[src/common/sxu_pkg.sv]
// Shared constants, types and helpers for the subtract execution unit.
// Assumes the decoder presents one opcode word plus the first extension word.
package sxu_pkg;

    ////////////////////////////////////////////////////////////////////////////
    // Widths and opcode field positions
    localparam int unsigned DATA_W = 32;
    localparam int unsigned GRP_MSB = 15;
    localparam int unsigned GRP_LSB = 14;
    localparam int unsigned OPC_BW_MSB = 13;
    localparam int unsigned OPC_BW_LSB = 9;
    localparam int unsigned OPC_L_LSB = 8;
    localparam int unsigned SIZE_BIT = 8;
    localparam int unsigned SRC_MSB = 7;
    localparam int unsigned SRC_LSB = 4;
    localparam int unsigned DST_MSB = 3;
    localparam int unsigned DST_LSB = 0;
    localparam int unsigned SEG_FORM_BIT = 15;

    ////////////////////////////////////////////////////////////////////////////
    // Opcode encodings
    localparam logic [1:0] GRP_REG = 2'h2;
    localparam logic [1:0] GRP_IMM_PTR = 2'h0;
    localparam logic [1:0] GRP_DIR_IDX = 2'h1;
    localparam logic [4:0] OPC_BW = 5'h01;
    localparam logic [5:0] OPC_LONG = 6'h12;
    localparam logic [3:0] FIELD_ZERO = 4'h0;

    ////////////////////////////////////////////////////////////////////////////
    // Execution times in cycles, byte/word and long
    localparam logic [4:0] CYC_REG_BW = 5'h04;
    localparam logic [4:0] CYC_REG_L = 5'h08;
    localparam logic [4:0] CYC_LIT_BW = 5'h07;
    localparam logic [4:0] CYC_LIT_L = 5'h0e;
    localparam logic [4:0] CYC_PTR_BW = 5'h07;
    localparam logic [4:0] CYC_PTR_L = 5'h0e;
    localparam logic [4:0] CYC_DIR_NS_BW = 5'h09;
    localparam logic [4:0] CYC_DIR_SS_BW = 5'h0a;
    localparam logic [4:0] CYC_DIR_SL_BW = 5'h0c;
    localparam logic [4:0] CYC_DIR_NS_L = 5'h0f;
    localparam logic [4:0] CYC_DIR_SS_L = 5'h10;
    localparam logic [4:0] CYC_DIR_SL_L = 5'h12;
    localparam logic [4:0] CYC_IDX_NS_BW = 5'h0a;
    localparam logic [4:0] CYC_IDX_SS_BW = 5'h0a;
    localparam logic [4:0] CYC_IDX_SL_BW = 5'h0d;
    localparam logic [4:0] CYC_IDX_NS_L = 5'h10;
    localparam logic [4:0] CYC_IDX_SS_L = 5'h10;
    localparam logic [4:0] CYC_IDX_SL_L = 5'h13;
    localparam logic [4:0] CNT_LAST = 5'h01;

    ////////////////////////////////////////////////////////////////////////////
    // Types
    typedef enum logic [1:0] {
        SZ_BYTE = 2'b00,
        SZ_WORD = 2'b01,
        SZ_LONG = 2'b10
    } sxu_size_type;

    typedef enum logic [2:0] {
        SRC_REG_MODE = 3'b000,
        LITERAL_OPERAND_MODE = 3'b001,
        POINTER_REG_MODE = 3'b010,
        DIRECT_ADDRESS_MODE = 3'b011,
        INDEXED_MODE = 3'b100
    } sxu_src_type;

    typedef enum logic {
        ST_IDLE = 1'b0,
        ST_BUSY = 1'b1
    } sxu_state_type;

    typedef struct packed {
        logic c;
        logic z;
        logic s;
        logic v;
        logic d;
        logic h;
    } sxu_flags_type;

    typedef struct packed {
        logic en;
        logic [3:0] dst;
        sxu_size_type size;
        logic [DATA_W-1:0] data;
    } sxu_write_type;

    typedef struct packed {
        logic legal;
        sxu_src_type mode;
        sxu_size_type size;
        logic [3:0] dst;
        logic [4:0] cycles;
    } sxu_decode_type;

    ////////////////////////////////////////////////////////////////////////////
    // Helpers
    function automatic logic [DATA_W-1:0] size_mask(input logic [DATA_W-1:0] val, input sxu_size_type sz);
        logic [DATA_W-1:0] res;
        res = val;
        if (sz == SZ_BYTE)
        begin
            res = {24'h000000, val[7:0]};
        end
        else if (sz == SZ_WORD)
        begin
            res = {16'h0000, val[15:0]};
        end
        return res;
    endfunction : size_mask

    function automatic logic size_msb(input logic [DATA_W-1:0] val, input sxu_size_type sz);
        logic res;
        res = val[31];
        if (sz == SZ_BYTE)
        begin
            res = val[7];
        end
        else if (sz == SZ_WORD)
        begin
            res = val[15];
        end
        return res;
    endfunction : size_msb

endpackage : sxu_pkg

[src/rtl/sxu_adder.sv]
// Adder datapath for the subtract unit: destination plus inverted source plus one.
// Purely combinational; the caller registers its outputs.
`timescale 1ns/1ps
module sxu_adder
(
    // Operands
    input wire logic [31:0] i_a,
    input wire logic [31:0] i_b,
    input wire sxu_pkg::sxu_size_type i_size,
    // Result
    output logic [31:0] o_diff,
    output sxu_pkg::sxu_flags_type o_flags
);

    logic [32:0] sum;
    logic [4:0] nib;
    logic cout;
    logic [31:0] res;

    ////////////////////////////////////////////////////////////////////////////
    // Subtraction by two's complement addition
    always_comb
    begin
        sum = {1'b0, sxu_pkg::size_mask(i_a, i_size)} + {1'b0, sxu_pkg::size_mask(~i_b, i_size)} + 33'h000000001; // RL2
        nib = {1'b0, i_a[3:0]} + {1'b0, ~i_b[3:0]} + 5'h01;
        res = sxu_pkg::size_mask(sum[31:0], i_size); // RL1
        case (i_size)
            sxu_pkg::SZ_BYTE: cout = sum[8];
            sxu_pkg::SZ_WORD: cout = sum[16];
            default: cout = sum[32];
        endcase
    end

    ////////////////////////////////////////////////////////////////////////////
    // Flags; D and H only matter for byte operation
    always_comb
    begin
        o_diff = res;
        o_flags.c = ~cout; // RL3
        o_flags.z = (res == 32'h00000000); // RL4
        o_flags.s = sxu_pkg::size_msb(res, i_size); // RL5
        o_flags.v = (sxu_pkg::size_msb(i_a, i_size) != sxu_pkg::size_msb(i_b, i_size))
                    && (sxu_pkg::size_msb(res, i_size) == sxu_pkg::size_msb(i_b, i_size)); // RL6
        o_flags.d = 1'b1; // RL7
        o_flags.h = ~nib[4]; // RL8
    end

endmodule : sxu_adder

[src/rtl/sxu_core.sv]
// Subtract execution unit: decodes the subtract opcode forms, times execution,
// writes the difference to the destination register and produces the flags.
// Assumes the operand fetch path presents both operand values with the start pulse.
// Function
// (RL1) Destination gets destination minus source, source untouched
// (RL2) Subtract by adding source's two's complement
// (RL3) Carry cleared on carry out, else set
// (RL4) Zero set when sized result is zero
// (RL5) Sign follows sized result's top bit
// (RL6) Overflow: opposite signs, result sign equals source
// (RL7) Decimal-adjust set for byte, else unchanged
// (RL8) Byte half-carry signals low nibble borrow
// (RL9) Destination is always a register field
// (RL10) Register form 4 cycles, long 8
// (RL11) Immediate form 7 cycles, long 14
// (RL12) Pointer register form 7 cycles, long 14
// (RL13) Direct form 9/10/12, long 15/16/18
// (RL14) Indexed form 10/10/13, long 16/16/19
// (RL15) Size bit one means word, zero byte
// (RL16) Segmented address top bit picks long form
`timescale 1ns/1ps
module sxu_core
(
    // Clock and reset
    input wire logic i_clk_sys,
    input wire logic i_resetn,
    // Decoder side
    input wire logic i_start,
    input wire logic [15:0] i_instr,
    input wire logic [15:0] i_ext_word,
    input wire logic i_seg_mode,
    // Operand values
    input wire logic [31:0] i_dst_val,
    input wire logic [31:0] i_src_val,
    // Status
    output logic o_busy,
    output logic o_done,
    output logic o_illegal,
    output sxu_pkg::sxu_src_type o_src_mode,
    // Register file and flag register
    output sxu_pkg::sxu_write_type o_wr,
    output sxu_pkg::sxu_flags_type o_flags,
    output logic o_flags_we,
    output logic o_dh_we
);

    ////////////////////////////////////////////////////////////////////////////
    // Decode
    function automatic sxu_pkg::sxu_decode_type decode(input logic [15:0] ins, input logic [15:0] ext,
                                                       input logic seg);
        sxu_pkg::sxu_decode_type d;
        logic [1:0] grp;
        logic is_bw;
        logic is_long;
        logic zero_src;
        logic seg_long;
        grp = ins[sxu_pkg::GRP_MSB:sxu_pkg::GRP_LSB];
        is_bw = (ins[sxu_pkg::OPC_BW_MSB:sxu_pkg::OPC_BW_LSB] == sxu_pkg::OPC_BW);
        is_long = (ins[sxu_pkg::OPC_BW_MSB:sxu_pkg::OPC_L_LSB] == sxu_pkg::OPC_LONG);
        zero_src = (ins[sxu_pkg::SRC_MSB:sxu_pkg::SRC_LSB] == sxu_pkg::FIELD_ZERO);
        seg_long = ext[sxu_pkg::SEG_FORM_BIT]; // RL16
        d.legal = (is_bw || is_long) && (grp != 2'h3);
        d.dst = ins[sxu_pkg::DST_MSB:sxu_pkg::DST_LSB]; // RL9
        if (is_long)
        begin
            d.size = sxu_pkg::SZ_LONG;
        end
        else if (ins[sxu_pkg::SIZE_BIT])
        begin
            d.size = sxu_pkg::SZ_WORD; // RL15
        end
        else
        begin
            d.size = sxu_pkg::SZ_BYTE; // RL15
        end
        if (grp == sxu_pkg::GRP_REG)
        begin
            d.mode = sxu_pkg::SRC_REG_MODE;
        end
        else if (grp == sxu_pkg::GRP_IMM_PTR)
        begin
            d.mode = zero_src ? sxu_pkg::LITERAL_OPERAND_MODE : sxu_pkg::POINTER_REG_MODE; // RL12
        end
        else
        begin
            d.mode = zero_src ? sxu_pkg::DIRECT_ADDRESS_MODE : sxu_pkg::INDEXED_MODE; // RL14
        end
        unique case (d.mode)
            sxu_pkg::SRC_REG_MODE:
                d.cycles = is_long ? sxu_pkg::CYC_REG_L : sxu_pkg::CYC_REG_BW; // RL10
            sxu_pkg::LITERAL_OPERAND_MODE:
                d.cycles = is_long ? sxu_pkg::CYC_LIT_L : sxu_pkg::CYC_LIT_BW; // RL11
            sxu_pkg::POINTER_REG_MODE:
                d.cycles = is_long ? sxu_pkg::CYC_PTR_L : sxu_pkg::CYC_PTR_BW; // RL12
            sxu_pkg::DIRECT_ADDRESS_MODE:
                if (!seg)
                    d.cycles = is_long ? sxu_pkg::CYC_DIR_NS_L : sxu_pkg::CYC_DIR_NS_BW; // RL13
                else if (!seg_long)
                    d.cycles = is_long ? sxu_pkg::CYC_DIR_SS_L : sxu_pkg::CYC_DIR_SS_BW; // RL13
                else
                    d.cycles = is_long ? sxu_pkg::CYC_DIR_SL_L : sxu_pkg::CYC_DIR_SL_BW; // RL13
            sxu_pkg::INDEXED_MODE:
                if (!seg)
                    d.cycles = is_long ? sxu_pkg::CYC_IDX_NS_L : sxu_pkg::CYC_IDX_NS_BW; // RL14
                else if (!seg_long)
                    d.cycles = is_long ? sxu_pkg::CYC_IDX_SS_L : sxu_pkg::CYC_IDX_SS_BW; // RL14
                else
                    d.cycles = is_long ? sxu_pkg::CYC_IDX_SL_L : sxu_pkg::CYC_IDX_SL_BW; // RL14
        endcase
        return d;
    endfunction : decode

    sxu_pkg::sxu_decode_type dec;
    sxu_pkg::sxu_state_type state_ff;
    logic [4:0] cnt_ff;
    logic accept;
    logic go;
    logic finish;
    logic [31:0] diff;
    sxu_pkg::sxu_flags_type new_flags;
    logic [31:0] res_ff;
    sxu_pkg::sxu_flags_type res_flags_ff;
    logic [3:0] dst_ff;
    sxu_pkg::sxu_size_type size_ff;

    assign dec = decode(i_instr, i_ext_word, i_seg_mode);
    assign accept = i_start && (state_ff == sxu_pkg::ST_IDLE);
    assign go = accept && dec.legal;
    assign finish = (state_ff == sxu_pkg::ST_BUSY) && (cnt_ff == sxu_pkg::CNT_LAST);

    sxu_adder u_adder
    (
        .i_a(i_dst_val),
        .i_b(i_src_val),
        .i_size(dec.size),
        .o_diff(diff),
        .o_flags(new_flags)
    );

    ////////////////////////////////////////////////////////////////////////////
    // Sequencing: a start while busy is ignored
    always_ff @(posedge i_clk_sys)
    begin
        if (!i_resetn)
        begin
            state_ff <= sxu_pkg::ST_IDLE;
            cnt_ff <= 5'h00;
        end
        else if (go)
        begin
            // Loaded one short: the registered done output supplies the last cycle
            state_ff <= sxu_pkg::ST_BUSY;
            cnt_ff <= dec.cycles - sxu_pkg::CNT_LAST; // RL10 RL11 RL12 RL13 RL14
        end
        else if (state_ff == sxu_pkg::ST_BUSY)
        begin
            cnt_ff <= cnt_ff - 5'h01;
            if (finish)
            begin
                state_ff <= sxu_pkg::ST_IDLE;
            end
        end
    end

    ////////////////////////////////////////////////////////////////////////////
    // Result held from start; operands may change after acceptance
    always_ff @(posedge i_clk_sys)
    begin
        if (!i_resetn)
        begin
            res_ff <= 32'h00000000;
            res_flags_ff <= '0;
            dst_ff <= 4'h0;
            size_ff <= sxu_pkg::SZ_BYTE;
        end
        else if (go)
        begin
            res_ff <= diff; // RL1
            res_flags_ff <= new_flags;
            dst_ff <= dec.dst;
            size_ff <= dec.size;
        end
    end

    ////////////////////////////////////////////////////////////////////////////
    // Outputs
    always_ff @(posedge i_clk_sys)
    begin
        if (!i_resetn)
        begin
            o_busy <= 1'b0;
            o_done <= 1'b0;
            o_illegal <= 1'b0;
            o_src_mode <= sxu_pkg::SRC_REG_MODE;
        end
        else
        begin
            o_busy <= go || ((state_ff == sxu_pkg::ST_BUSY) && !finish);
            o_done <= finish;
            o_illegal <= accept && !dec.legal;
            if (go)
            begin
                o_src_mode <= dec.mode;
            end
        end
    end

    always_ff @(posedge i_clk_sys)
    begin
        if (!i_resetn)
        begin
            o_wr <= '0;
            o_flags <= '0;
            o_flags_we <= 1'b0;
            o_dh_we <= 1'b0;
        end
        else
        begin
            o_wr.en <= finish; // RL1
            o_flags_we <= finish;
            o_dh_we <= finish && (size_ff == sxu_pkg::SZ_BYTE); // RL7 RL8
            if (finish)
            begin
                o_wr.dst <= dst_ff; // RL9
                o_wr.size <= size_ff;
                o_wr.data <= res_ff;
                o_flags <= res_flags_ff;
            end
        end
    end

    ////////////////////////////////////////////////////////////////////////////
    // Checks; the helper copies operands independently of the datapath
    logic [31:0] chk_a_ff;
    logic [31:0] chk_b_ff;
    sxu_pkg::sxu_size_type chk_size_ff;
    logic [3:0] chk_dst_ff;

    always_ff @(posedge i_clk_sys)
    begin
        if (!i_resetn)
        begin
            chk_a_ff <= 32'h00000000;
            chk_b_ff <= 32'h00000000;
            chk_size_ff <= sxu_pkg::SZ_BYTE;
            chk_dst_ff <= 4'h0;
        end
        else if (go)
        begin
            chk_a_ff <= i_dst_val;
            chk_b_ff <= i_src_val;
            chk_size_ff <= dec.size;
            chk_dst_ff <= i_instr[sxu_pkg::DST_MSB:sxu_pkg::DST_LSB];
        end
    end
endmodule : sxu_core

[config.mk]
export PLATFORM = sky130hd
export DESIGN_NAME = sxu_core
export DESIGN_NICKNAME = d
export VERILOG_FILES = /design/src/common/sxu_pkg.sv /design/src/rtl/sxu_adder.sv /design/src/rtl/sxu_core.sv
export SDC_FILE = /design/constraint.sdc
export NUM_CORES = 1
export LEC_CHECK = 0
export ABC_AREA = 1
export BUFFER_PORTS_ARGS = -buffer_cell sky130_fd_sc_hd__buf_2
export CAP_MARGIN = 0
export CORE_MARGIN = 10
export CORE_UTILIZATION = 23
export DETAILED_ROUTE_END_ITERATION = 16
export SLEW_MARGIN = 15
export SYNTH_ARGS = -nofsm -noshare
export SYNTH_HDL_FRONTEND = slang
export SYNTH_SLANG_ARGS = --single-unit
[constraint.sdc]
create_clock -name i_clk_sys -period 3.35 [get_ports i_clk_sys]
set_clock_uncertainty 0.05 [all_clocks]
set_input_delay 0.1675 -clock i_clk_sys [delete_from_list [all_inputs] [get_ports i_clk_sys]]
set_output_delay 0.1675 -clock i_clk_sys [all_outputs]
set_load 0.02 [all_outputs]
After elaboration in Yosys (flattened, before gate mapping)
Index checks and enable logic that the tools add are counted.
W data, S select, Z words.
{ "word_totals": {"output_inout_bits": 53, "register_bits": 101, "input_bits": 100, "elab_cells": 103} }
{ "classes": {"n_eq_ne": 12, "reduce_logical": 20, "bitwise": 5, "addsub": 6, "mux": 35} }
{ "op_table": {"columns": ["operator", "count"], "rows": [
  ["$mux W32", 6],
  ["$mux W5", 9],
  ["$add A32 B32 Y33", 1],
  ["$add A33 B1 Y33 const B", 1],
  ["$logic_not A32 Y1", 1],
  ["$not A32 Y32", 1],
  ["$pmux W5 S4", 1],
  ["$mux W3", 4],
  ["$eq A5 B1 Y1 const B", 2],
  ["$mux W1", 10],
  ["$sub A5 B1 Y5 const B", 2],
  ["$logic_and A1 B1 Y1", 8],
  ["$mux W4", 2],
  ["$eq A3 B2 Y1 const B", 2],
  ["$eq A6 B5 Y1 const B", 1],
  ["$logic_not A2 Y1", 3],
  ["$add A4 B4 Y5", 1],
  ["$add A5 B1 Y5 const B", 1],
  ["$logic_not A4 Y1", 1],
  ["$mux W2", 2],
  ["$not A4 Y4", 1],
  ["$eq A3 B1 Y1 const B", 1],
  ["$eq A3 B3 Y1 const B", 1],
  ["$logic_not A3 Y1", 1],
  ["other kinds (11)", 15]
]} }

Depth between registers and ports, before layout
Gate-level depths: netlist (run 1).
{ "logic_depth": {"depth_word": 13, "mapped_depth": 27, "ltp_nobuf": 25} }

Cells and area by module
Synthesis (run 1) repeated with hierarchy kept, for this count alone.
{ "unflattened": {"cells_unflattened": 1187, "hier_area_um2": 7108.1} }
{ "by_module_without_submodules": {"columns": ["mod", "instances", "seq_area_each_um2", "cells_per_inst", "area_each_um2"], "rows": [
  ["sxu_core", 1, 2001.9, 529, 4011.3],
  ["sxu_adder", 1, 0.0, 658, 3096.7]
]} }

Worst setup path after synthesis (run 1)
Ideal clock, no wire load.
{ "synth_path": {"path_type": "input-to-reg", "from": "input port i_instr[9]", "to": "register res_flags_ff[3] in the netlist's numbering", "arrival_ps": 2565, "setup_ps": 114, "path_slack_ps": 621, "path_buffers": 2, "path_stages": 24, "required_time_ps": 3186, "cell_sequence": "inv_1 nor2_1 nand3_2 nand2_2 inv_1 buf_2 buf_1 nor2_1 ha_1 nand2_1 inv_1 nand2_1 inv_1 nand2_1 nand2_1 inv_1 nand2_1 or2_1 nand2_1 nor2_1 nor2_1 nand2_1 o21bai_1 inv_1"} }
{ "synth_between": {"elab_chain_cells": 11, "word_cells_on_any_way": 18, "cone_classes": "add/sub: 2; eq/ne: 3; mux: 9; reduce/logical: 4"} }
{ "synth_rtl": {"columns": ["item", "line", "text"], "rows": [
  ["start, declared", "sxu_core.sv:29", "input wire logic [15:0] i_instr,"],
  ["$eq A6 B5 Y1", "sxu_core.sv:59", "is_long = (ins[sxu_pkg::OPC_BW_MSB:sxu_pkg::OPC_L_LSB] == sxu_pkg::OPC_LONG);"],
  ["$mux W2", "sxu_core.sv:64", "if (is_long)"],
  ["$eq A2 B1 Y1", "sxu_pkg.sv:105, sxu_pkg.sv:119", null],
  ["$mux W32", "sxu_pkg.sv:105", "else if (sz == SZ_WORD)"],
  ["$mux W32", "sxu_pkg.sv:101", "if (sz == SZ_BYTE)"],
  ["$add A32 B32 Y33", "sxu_adder.sv:24", "sum = {1'b0, sxu_pkg::size_mask(i_a, i_size)} + {1'b0, sxu_pkg::size_mask(~i_b, i_size)} + 33'h000000001;"],
  ["$add A33 B1 Y33", "sxu_adder.sv:24", null],
  ["$mux W32", "sxu_pkg.sv:105", null],
  ["$mux W32", "sxu_pkg.sv:101", null],
  ["$mux W1", "sxu_pkg.sv:119", "else if (sz == SZ_WORD)"],
  ["$mux W1", "sxu_pkg.sv:115", "if (sz == SZ_BYTE)"],
  ["end signal, assigned", "sxu_core.sv:179", "res_flags_ff <= new_flags;"],
  ["end, declared", "sxu_core.sv:122", "sxu_pkg::sxu_flags_type res_flags_ff;"]
]} }
Parallel ways exist; a longest one is shown, timed or not.
A chain may end at the register's enable or synchronous reset.

Worst setup path after layout (run 1)
{ "layout_path": {"from": "input port i_instr[8]", "to": "register res_flags_ff[4] in the netlist's numbering"} }
{ "layout_between": {"elab_chain_cells": 10, "word_cells_on_any_way": 17, "cone_classes": "add/sub: 2; eq/ne: 2; mux: 8; reduce/logical: 5"} }
{ "layout_rtl": {"columns": ["item", "line", "text"], "rows": [
  ["$eq A6 B5 Y1 or $mux W1 (tied branches)", "sxu_core.sv:59, sxu_core.sv:68", null],
  ["$mux W2", "sxu_core.sv:64", null],
  ["$eq A2 B1 Y1", "sxu_pkg.sv:105", null],
  ["$mux W32", "sxu_pkg.sv:105", null],
  ["$mux W32", "sxu_pkg.sv:101", null],
  ["$add A32 B32 Y33", "sxu_adder.sv:24", null],
  ["$add A33 B1 Y33", "sxu_adder.sv:24", null],
  ["$mux W32", "sxu_pkg.sv:105", null],
  ["$mux W32", "sxu_pkg.sv:101", null],
  ["$logic_not A32 Y1", "sxu_adder.sv:40", "o_flags.z = (res == 32'h00000000);"]
]} }
Parallel ways exist; a longest one is shown, timed or not.

==> out/results.txt, run 1 <==
area of the core: 29,700 sq um
DRT Wirelength: 22.8 mm
DRC: 0
CP arrival: 2.95 ns
Synth Flop Type: dfxtp_1
die area: 37,500 sq um
clock insertion delay at the later pin of the skew report: 0.34 ns
Max Fclk: 358 MHz
Synth Warn #: 0
Hold Path Stages: 3
CTS sink count: 100
initial antenna violation count: 0
Diodes inserted: 0
reg-to-reg setup timing slack: 1.09 ns
dpl hpwl: 18.7 mm
Layout Utilization: 28.8%
Post-DP Area: 8240 sq um
EDFF count, synth: 0
Design Area, Final: 8570 sq um
worst vdd ir: 0.229 mV
P&R area growth vs syn: 23.5%
nets: 1,438
vias per cell: 4.25
combinational family with the most area after synthesis: simple AND/OR/NAND/NOR gates
post-cts resize count: 0
total number of vias: 7,195
slew margin rel.: 49.4%
htree depth: 3
Mapped Area: 6940 sq um
Mapped Cells: 1,153
Worst Setup Start Kind: input port
status: complete, no violations
min Tclk post-route: 2.79 ns
largest net degree at the start of global routing: 58
Slew Limit Fails: 0
hold path startpoint: i_instr[0]
Synth Area in Simple Gates: 31.7%
Rows: 63
post-synthesis mux area share: 0%
maximum clock insertion buffer count: 2
crit end category: flop
Max-Cap Viols: 0
clk slew on worst S/H paths: 0.07 ns
Final Hold Fails: 0
worst hold slack: 0.0170 ns
endpoints failing setup: 0
DRT antenna net count: 0
Placer Congestion: 0.834
gr usage total: 11.8%
Detailed Route Iter0 Violations: 430
setup_tns: 0 ns
Post-synth ARST share: 0%
first drt pass iteration count: 4
CTS tree: done
layout cells sized above 1: 16.4%
Synth Area in XOR/XNOR: 0.883%
Yosys cell types: 39
first-pass GRT wire length: 36.5 mm
CP max FO: 20
leakage power: 4.50 nW
GR Overflow Total: 0
CTS root buf: clkbuf_16
Hold Crit Class: input port to flop
Worst Hold End: dst_ff[0]$_SDFFE_PN0P_
syn nets: 1,293
FF-to-FF Start: state_ff$_SDFF_PN0_
post-synthesis compound-gate area fraction: 16.9%
RR Endpoint: res_flags_ff[4]$_SDFFE_PN0P_
Synth Area in Adders: 7.32%
Worst R2R Path Depth: 12
RSZ-0062 raised after global routing: no
Req. time, crit path: 3.51 ns
I/O pins: 153
post-synthesis sequential area ratio: 28.8%
IO Port Bufs: 137
pwr dens: 314 nW/um^2
vias in the first global route: 6,915
flops & latches, synth: 100
worst-margin pin slew: 0.758 ns
synthesized area per cell: 6.02 sq um
worst setup path class: input port to flop
Starting Density: 23.4%
Vert. Die Dim: 194 um
CTS Buf Count: 9
die width: 194 um
final period utilization: 83.4%
Avg WL per Cell: 13.5 um
synthesized netlist by cell type (2+ instances only):
master / number / area share, %
nand2_1: 281 / 15
inv_1: 219 / 12
nor2_1: 133 / 7.2
a21oi_1: 107 / 7.7
dfxtp_1: 100 / 29
o21ai_0: 97 / 7.0
nand3_1: 54 / 3.9
ha_1: 39 / 7.0
clkbuf_1: 26 / 1.4
nand4_1: 16 / 1.4
and2_1: 6 / 0.54
buf_2: 6 / 0.43
nand3_2: 6 / 0.87
nor2_2: 5 / 0.45
o21a_1: 5 / 0.54
xor2_1: 5 / 0.63
buf_1: 4 / 0.22
nand2_2: 4 / 0.36
nor3_1: 4 / 0.29
o21bai_1: 4 / 0.43
a31oi_1: 3 / 0.27
buf_4: 3 / 0.32
inv_2: 3 / 0.16
nand3b_1: 3 / 0.32
nor2_4: 3 / 0.49
o211ai_1: 2 / 0.22
o22ai_1: 2 / 0.18
xnor2_1: 2 / 0.25
flip-flops by register name, indices dropped and copies added, names as in the netlist, 2 cells and up:
register      count
cnt_ff            5
o_wr             38
o_src_mode        3
res_flags_ff      6
dst_ff            4
size_ff           2
res_ff           32
o_flags           6
per-stage QoR:
stage / total power, W / worst slack (ns) / instances
2_1_floorplan: 0.00150 / 0.621 / 1153
3_3_place_gp: 0.00166 / 0.176 / 1675
3_5_place_dp: 0.00167 / 0.206 / 1675
4_1_cts: 0.00273 / 0.543 / 1693
5_1_grt: 0.00284 / 0.205 / 1693
6_report: 0.00269 / 0.556 / 1693
cells by family (layout without fill, tap and decap cells):
group,Yosys count,count (layout)
buffers and inverters,261,411
AO/OA/AOI/OAI,224,224
adder cells (fa/ha/maj),40,40
AND/OR/NAND/NOR,521,521
flip-flops,100,100
XOR/XNOR,7,7
layout by cell type (no fill, tap or decap), drive strengths merged, types with 6 or more instances in the layout:
cell type,netlist,final
nand2,286,286
inv,222,224
buf,13,171
nor2,141,141
a21oi,108,108
dfxtp,100,100
o21ai,97,97
nand3,60,60
ha,39,39
nand4,16,16
clkbuf,26,10
and2,6,6
final cells by class:
cell class,instances,area [sq um]
fillers,3372,21100
multi-input cells,792,3950
flip-flops and latches,100,2000
repair buffers,173,986
inverters,222,833
well taps,390,488
clock buffers,10,239
clock inverters,6,70.1
routing by layer:
layer / vias to the layer above / track usage [%] / wire, um
li1: 3905 / - / -
met1: 3123 / 15.8 / 11300
met2: 154 / 19.3 / 10200
met3: 13 / 2.04 / 1000
met4: 0 / 2.66 / 280
met5: - / 0 / 0
worst max-delay path by stage:
| stage | start | end | depth (start not counted) |
|---|---|---|---|
| after floorplan | i_instr[9] | res_flags_ff[3]$_SDFFE_PN0P_ | 24 |
| after global placement | i_instr[8] | res_flags_ff[4]$_SDFFE_PN0P_ | 21 |
| after detailed placement | i_instr[8] | res_flags_ff[4]$_SDFFE_PN0P_ | 21 |
| after CTS | i_instr[8] | res_flags_ff[4]$_SDFFE_PN0P_ | 21 |
| after global routing | i_instr[9] | res_flags_ff[4]$_SDFFE_PN0P_ | 23 |
| final | i_instr[8] | res_flags_ff[4]$_SDFFE_PN0P_ | 22 |
critical path, stage by stage:
cell	delay [ns]
buf_2	0.15
inv_1	0.18
nand2_2	0.11
inv_1	0.12
buf_12	0.16
nor2_1	0.06
ha_1	0.37
nand2_1	0.12
nor2_1	0.27
buf_4	0.16
nand2_1	0.06
inv_1	0.06
nand2_1	0.05
nand2_1	0.08
xor2_1	0.32
nand2_1	0.12
nand2_1	0.08
nor2_1	0.05
nand2_1	0.06
nor2_1	0.05
nand2_1	0.08
a21oi_2	0.05
power by group:
part	switching, W	total, W	leakage, nW	internal (W)
clock network	0.000501	0.00105	0.144	0.000548
registers	0.00000617	0.00120	0.806	0.00120
logic	0.000273	0.000435	3.55	0.000162
total	0.000781	0.00269	4.50	0.00191
repair_timing:
action	CTS	global route
hold buffers	2	0
buffers inserted	0	0
endpoints found under the hold margin	2	0
endpoints found under the setup margin	0	0
Power figures use the tool's default switching activity.
==> inputs of run 2 (changes only) <==
==> constraint.sdc (replaced) <==
create_clock -name i_clk_sys -period 2.3 [get_ports i_clk_sys]
set_clock_uncertainty 0.05 [all_clocks]
set_input_delay 0.115 -clock i_clk_sys [delete_from_list [all_inputs] [get_ports i_clk_sys]]
set_output_delay 0.115 -clock i_clk_sys [all_outputs]
set_load 0.02 [all_outputs]
==> run 2 against run 1 <==
The flow now finishes with violations (setup timing). Register-to-register slack worse by 0.67 ns. Flip-flop and latch count unchanged. Core utilization is 6.6 points higher. Worst hold slack lost 0.0024 ns. Clock-buffer cell count up 1. First-iteration DRC count fell by 11%. Critical path type unchanged. Critical endpoint unchanged.
==> out/results.txt, run 2 (synthesis results as in run 1) <==
Vert. Die Dim: 194 um
Worst Setup Start Kind: input port
die area: 37,500 sq um
placed cell count: 1,761
nets: 1,565
Regs by FF count: o_wr (38), res_ff (32)
I/O pins: 153
CP max FO: 4
Worst R2R Path Depth: 12
most common cell after layout, fill and taps aside: nand2_1
routed wl met2: 11.5 mm
clock insertion delay at the later pin of the skew report: 0.34 ns
IO Port Bufs: 137
min Tclk post-route: 2.36 ns
worst setup path class: input port to flop
total number of vias: 7,760
worst hold slack: 0.0147 ns
gr usage total: 12.7%
die width: 194 um
Req. time, crit path: 2.52 ns
highest metal used: met4
setup_tns: -0.0746 ns
Max stage delay on crit path: 0.22 ns
vias in the first global route: 7,605
initial antenna violation count: 1
launch point of the worst path: i_instr[13]
CTS root buf: clkbuf_16
critical path depth in cells: 25
failing checks: setup timing
most frequent cells in the layout: nand2_1 (225), inv_1 (206), buf_4 (138)
Avg WL per Cell: 13.7 um
leakage power: 5.24 nW
layout cells sized above 1: 36.6%
worst vdd ir: 0.343 mV
Max Fclk: 424 MHz
hold path startpoint: i_instr[5]
DRT antenna net count: 0
Placement Setup Slack: -0.824 ns
Slew Limit Fails: 0
first drt pass iteration count: 5
Placer Congestion: 0.898
WP buf/inv: 7
Final Hold Fails: 0
end of the critical path: res_flags_ff[4]$_SDFFE_PN0P_
GR Overflow Total: 0
Hold Crit Class: input port to flop
P&R area growth vs syn: 51.8%
RR Endpoint: res_flags_ff[4]$_SDFFE_PN0P_
endpoints failing setup: 2
Post-Layout Cell Count: 1,821
crit end category: flop
Rows: 63
htree depth: 3
worst-margin pin slew: 0.557 ns
CTS Buf Count: 9
first-pass GRT wire length: 39.3 mm
Starting Density: 23.4%
routed wl met3: 910 um
DRC: 0
fillers: 3,257
pwr dens: 401 nW/um^2
Top reg by flops: o_wr
maximum clock insertion buffer count: 2
RSZ-0062 raised after global routing: yes
reg-to-reg setup timing slack: 0.42 ns
most frequent CP cell: nand2_1
area of the core: 29,700 sq um
Max-Cap Viols: 0
Setup WS post-layout: -0.0598 ns
clk slew on worst S/H paths: 0.08 ns
Critical Path Slowest Stage Cell: ha_4
FF-to-FF Start: state_ff$_SDFF_PN0_
max reg flops: 38
CTS tree: done
met1 WL: 12.0 mm
DRT Wirelength: 24.9 mm
dpl hpwl: 19.8 mm
CP top delay family: simple AND/OR/NAND/NOR gates
status: finished, violations left
CTS sink count: 100
largest net degree at the start of global routing: 79
Layout Utilization: 35.4%
Detailed Route Iter0 Violations: 381
vias per cell: 4.26
slew margin rel.: 62.8%
final period utilization: 103%
CP arrival: 2.58 ns
run 2: tightest hold or removal path, delay by kind of cell:
kind	cells	cell delay, ns
AO/OA/AOI/OAI	1	0.05
buffers and inverters	1	0.07
AND/OR/NAND/NOR	2	0.12
run 2: repair_timing:
action	CTS	global route
hold buffers	4	0
gates cloned	3	1
hold endpoints to repair	4	0
pin swaps	60	46
resized for setup	126	125
setup endpoints to repair	18	25
buffers inserted	20	16
run 2: how the worst min path moves through the flow:
stage / end / cells after the start
after floorplan: dst_ff[0]$_SDFFE_PN0P_ / 2
after global placement: dst_ff[0]$_SDFFE_PN0P_ / 3
after detailed placement: dst_ff[1]$_SDFFE_PN0P_ / 3
after CTS: o_src_mode[0]$_SDFFE_PN0P_ / 4
after global routing: o_src_mode[0]$_SDFFE_PN0P_ / 4
final: o_src_mode[0]$_SDFFE_PN0P_ / 4
run 2: area by class of cell:
| class | count | area (sq um) | share of cell area [%] |
|---|---|---|---|
| diodes | 1 | 2.50 | 0.0238 |
| clock buffers | 11 | 243 | 2.30 |
| clock inverters | 5 | 67.6 | 0.641 |
| inverters | 222 | 861 | 8.17 |
| multi-input cells | 792 | 4800 | 45.6 |
| flip-flops and latches | 100 | 2000 | 19.0 |
| well taps | 390 | 488 | 4.63 |
| repair buffers | 297 | 2030 | 19.3 |
| repair inverters | 3 | 33.8 | 0.321 |
run 2: through the flow:
stage | instance area, sq um | power, W
after floorplan | 7000 | 0.00219
after CTS | 9910 | 0.00422
after global placement | 8940 | 0.00254
final | 10500 | 0.00422
after detailed placement | 8940 | 0.00254
after global routing | 10500 | 0.00445
run 2: metal layers:
layer / global-route usage [%] / vias up
met3: 2.20 / 22
met2: 20.8 / 137
li1: - / 4151
met1: 16.7 / 3450
met4: 3.38 / 0
met5: 0 / -
run 2: power by group:
part	switching [W]	leakage (nW)	total (W)	internal, W
sequential	0.00000926	0.806	0.00176	0.00175
clock	0.000674	0.152	0.00156	0.000890
combinational	0.000501	4.28	0.000904	0.000403
total	0.00118	5.24	0.00422	0.00304
==> inputs of run 3 (changes only) <==
--- a/config.mk
+++ b/config.mk
@@ -11,6 +11,7 @@
 export CORE_MARGIN = 10
 export CORE_UTILIZATION = 23
 export DETAILED_ROUTE_END_ITERATION = 16
+export RECOVER_POWER = 100
 export SLEW_MARGIN = 15
 export SYNTH_ARGS = -nofsm -noshare
 export SYNTH_HDL_FRONTEND = slang
==> run 3 against run 2 <==
The run still ends with setup timing left. Routed wire length grew 0.38%. Fmax barely moved. Die area is the same. Total power decreased by 0.12%. Critical path depth shrank 2. Sequential share of layout area rose by 0.20 points. Worst hold slack gained 0.0023 ns. First-iteration DRC count fell by 13%. Worst setup slack lost 0.0019 ns.
==> out/results.txt, run 3 (synthesis results as in run 1) <==
CTS root buf: clkbuf_16
failing checks: setup timing
Vert. Die Dim: 194 um
Net Sw Power: 0.00118 W
dpl hpwl: 19.8 mm
GR Overflow Total: 0
Final Total Pwr: 0.00422 W
first-pass GRT wire length: 39.3 mm
Req. time, crit path: 2.52 ns
pwr dens: 405 nW/um^2
first drt pass iteration count: 4
Rows: 63
Setup WS post-layout: -0.0616 ns
Post-Layout Cell Count: 1,821
hold path startpoint: i_instr[5]
setup_tns: -0.0789 ns
final period utilization: 103%
Post-DP Area: 8940 sq um
logic gate share of total power: 21.4%
launch point of the worst path: i_instr[13]
Placer Congestion: 0.898
DRT antenna net count: 0
I/O pins: 153
Design Area, Final: 10,400 sq um
CTS sink count: 100
CTS tree: done
CTS Buf Count: 9
clock insertion delay at the later pin of the skew report: 0.34 ns
Hold Crit Class: input port to flop
fillers: 3,276
slew margin rel.: 62.4%
htree depth: 3
Final Hold Fails: 0
Regs by FF count: o_wr (38), res_ff (32)
Avg WL per Cell: 13.7 um
maximum clock insertion buffer count: 2
status: finished, violations left
Slew Limit Fails: 0
crit end category: flop
largest net degree at the start of global routing: 79
leakage power: 4.99 nW
Max-Cap Viols: 0
Max Fclk: 423 MHz
die width: 194 um
DRT Wirelength: 25.0 mm
die area: 37,500 sq um
worst setup path class: input port to flop
endpoints failing setup: 2
nets: 1,565
most common cell after layout, fill and taps aside: nand2_1
CP arrival: 2.58 ns
Detailed Route Iter0 Violations: 333
Sw Share: 28.0%
most frequent cells in the layout: nand2_1 (225), inv_1 (206), buf_4 (136)
max reg flops: 38
initial antenna violation count: 1
Starting Density: 23.4%
gr usage total: 12.7%
total number of vias: 7,762
placed cell count: 1,761
vias in the first global route: 7,605
Layout Utilization: 35.1%
RSZ-0062 raised after global routing: yes
worst-margin pin slew: 0.564 ns
IO Port Bufs: 137
worst vdd ir: 0.342 mV
DRC: 0
Pint: 0.00304 W
Top reg by flops: o_wr
Reg power frac: 41.6%
vias per cell: 4.26
min Tclk post-route: 2.36 ns
FF-to-FF Start: cnt_ff[0]$_SDFFE_PN0P_
Worst Setup Start Kind: input port
clk slew on worst S/H paths: 0.07 ns
CP max FO: 8
P&R area growth vs syn: 50.2%
area of the core: 29,700 sq um
Clock power frac: 37.0%
layout cells sized above 1: 32.7%
[run 3: changes by cell type in the layout (fill, tap and decap cells not counted), moves of 2 or more]
cell      change
buf_12        -2
buf_2        -53
buf_4         -2
clkbuf_1     +54
clkbuf_2      +2
[run 3: area by class of cell]
cell class | instances | area [sq um] | share of cell area, %
multi-input combinational | 792 | 4790 | 46.0
antenna | 1 | 2.50 | 0.0240
timing repair buffer | 297 | 1930 | 18.5
inverter | 222 | 861 | 8.26
tap | 390 | 488 | 4.68
sequential | 100 | 2000 | 19.2
clock buffer | 11 | 243 | 2.33
clock inverter | 5 | 67.6 | 0.648
timing repair inverter | 3 | 33.8 | 0.324
[run 3: through the flow]
stage          hold slack, ns  setup WS, ns
5_1_grt                0.0166        -0.279
6_report               0.0170       -0.0616
3_5_place_dp            0.310        -0.824
2_1_floorplan           0.200        -0.144
3_3_place_gp            0.302        -0.807
4_1_cts               0.00604       -0.0968
[run 3: power groups by stage]
stage	combinational, W	clock [W]	sequential [W]
6_report	0.000902	0.00156	0.00176
5_1_grt	0.00101	0.00168	0.00176
4_1_cts	0.000849	0.00162	0.00175
3_5_place_dp	0.000746	0	0.00180
3_3_place_gp	0.000744	0	0.00180
2_1_floorplan	0.000391	0	0.00180
[run 3: path summary, 6_finish.rpt]
kind / to / slack [ns] / cells after the start
max: res_flags_ff[4]$_SDFFE_PN0P_ / -0.06 / 23
min: o_src_mode[0]$_SDFFE_PN0P_ / 0.02 / 4
max reg2reg: o_wr[14]$_SDFFE_PN0P_ / 0.16 / 7
min reg2reg: o_wr[0]$_SDFFE_PN0P_ / 0.39 / 2
[run 3: repair_timing]
action / 4_1_cts / 5_1_grt
resized for setup: 126 / 125
endpoints found under the hold margin: 4 / 0
setup endpoints to repair: 18 / 25
pin swaps: 60 / 46
cloned: 3 / 1
hold buffers: 4 / 0
buffers inserted: 20 / 16
[run 3: metal layers]
layer	share of wire, %	up-vias	global-route usage [%]
met2	46	133	20.8
met4	1.8	0	3.38
met5	0	-	0
met3	3.6	22	2.20
met1	48	3456	16.7
li1	-	4151	-
[run 3: worst max-delay path: stages]
cell and delay (ns):
buf_2 0.11, nor2_4 0.13, nand3_4 0.11, buf_6 0.15
nand2_8 0.14, inv_8 0.07, nor2_1 0.09, ha_1 0.29
nand2_1 0.10, nand2_2 0.07, nand2_2 0.09, nand2_2 0.07
inv_2 0.05, nand2_2 0.06, inv_2 0.05, nand2_2 0.06
or2_1 0.22, nand2_2 0.07, buf_4 0.11, nand4_1 0.11
nor2_2 0.13, nand2_1 0.07, a21oi_2 0.10
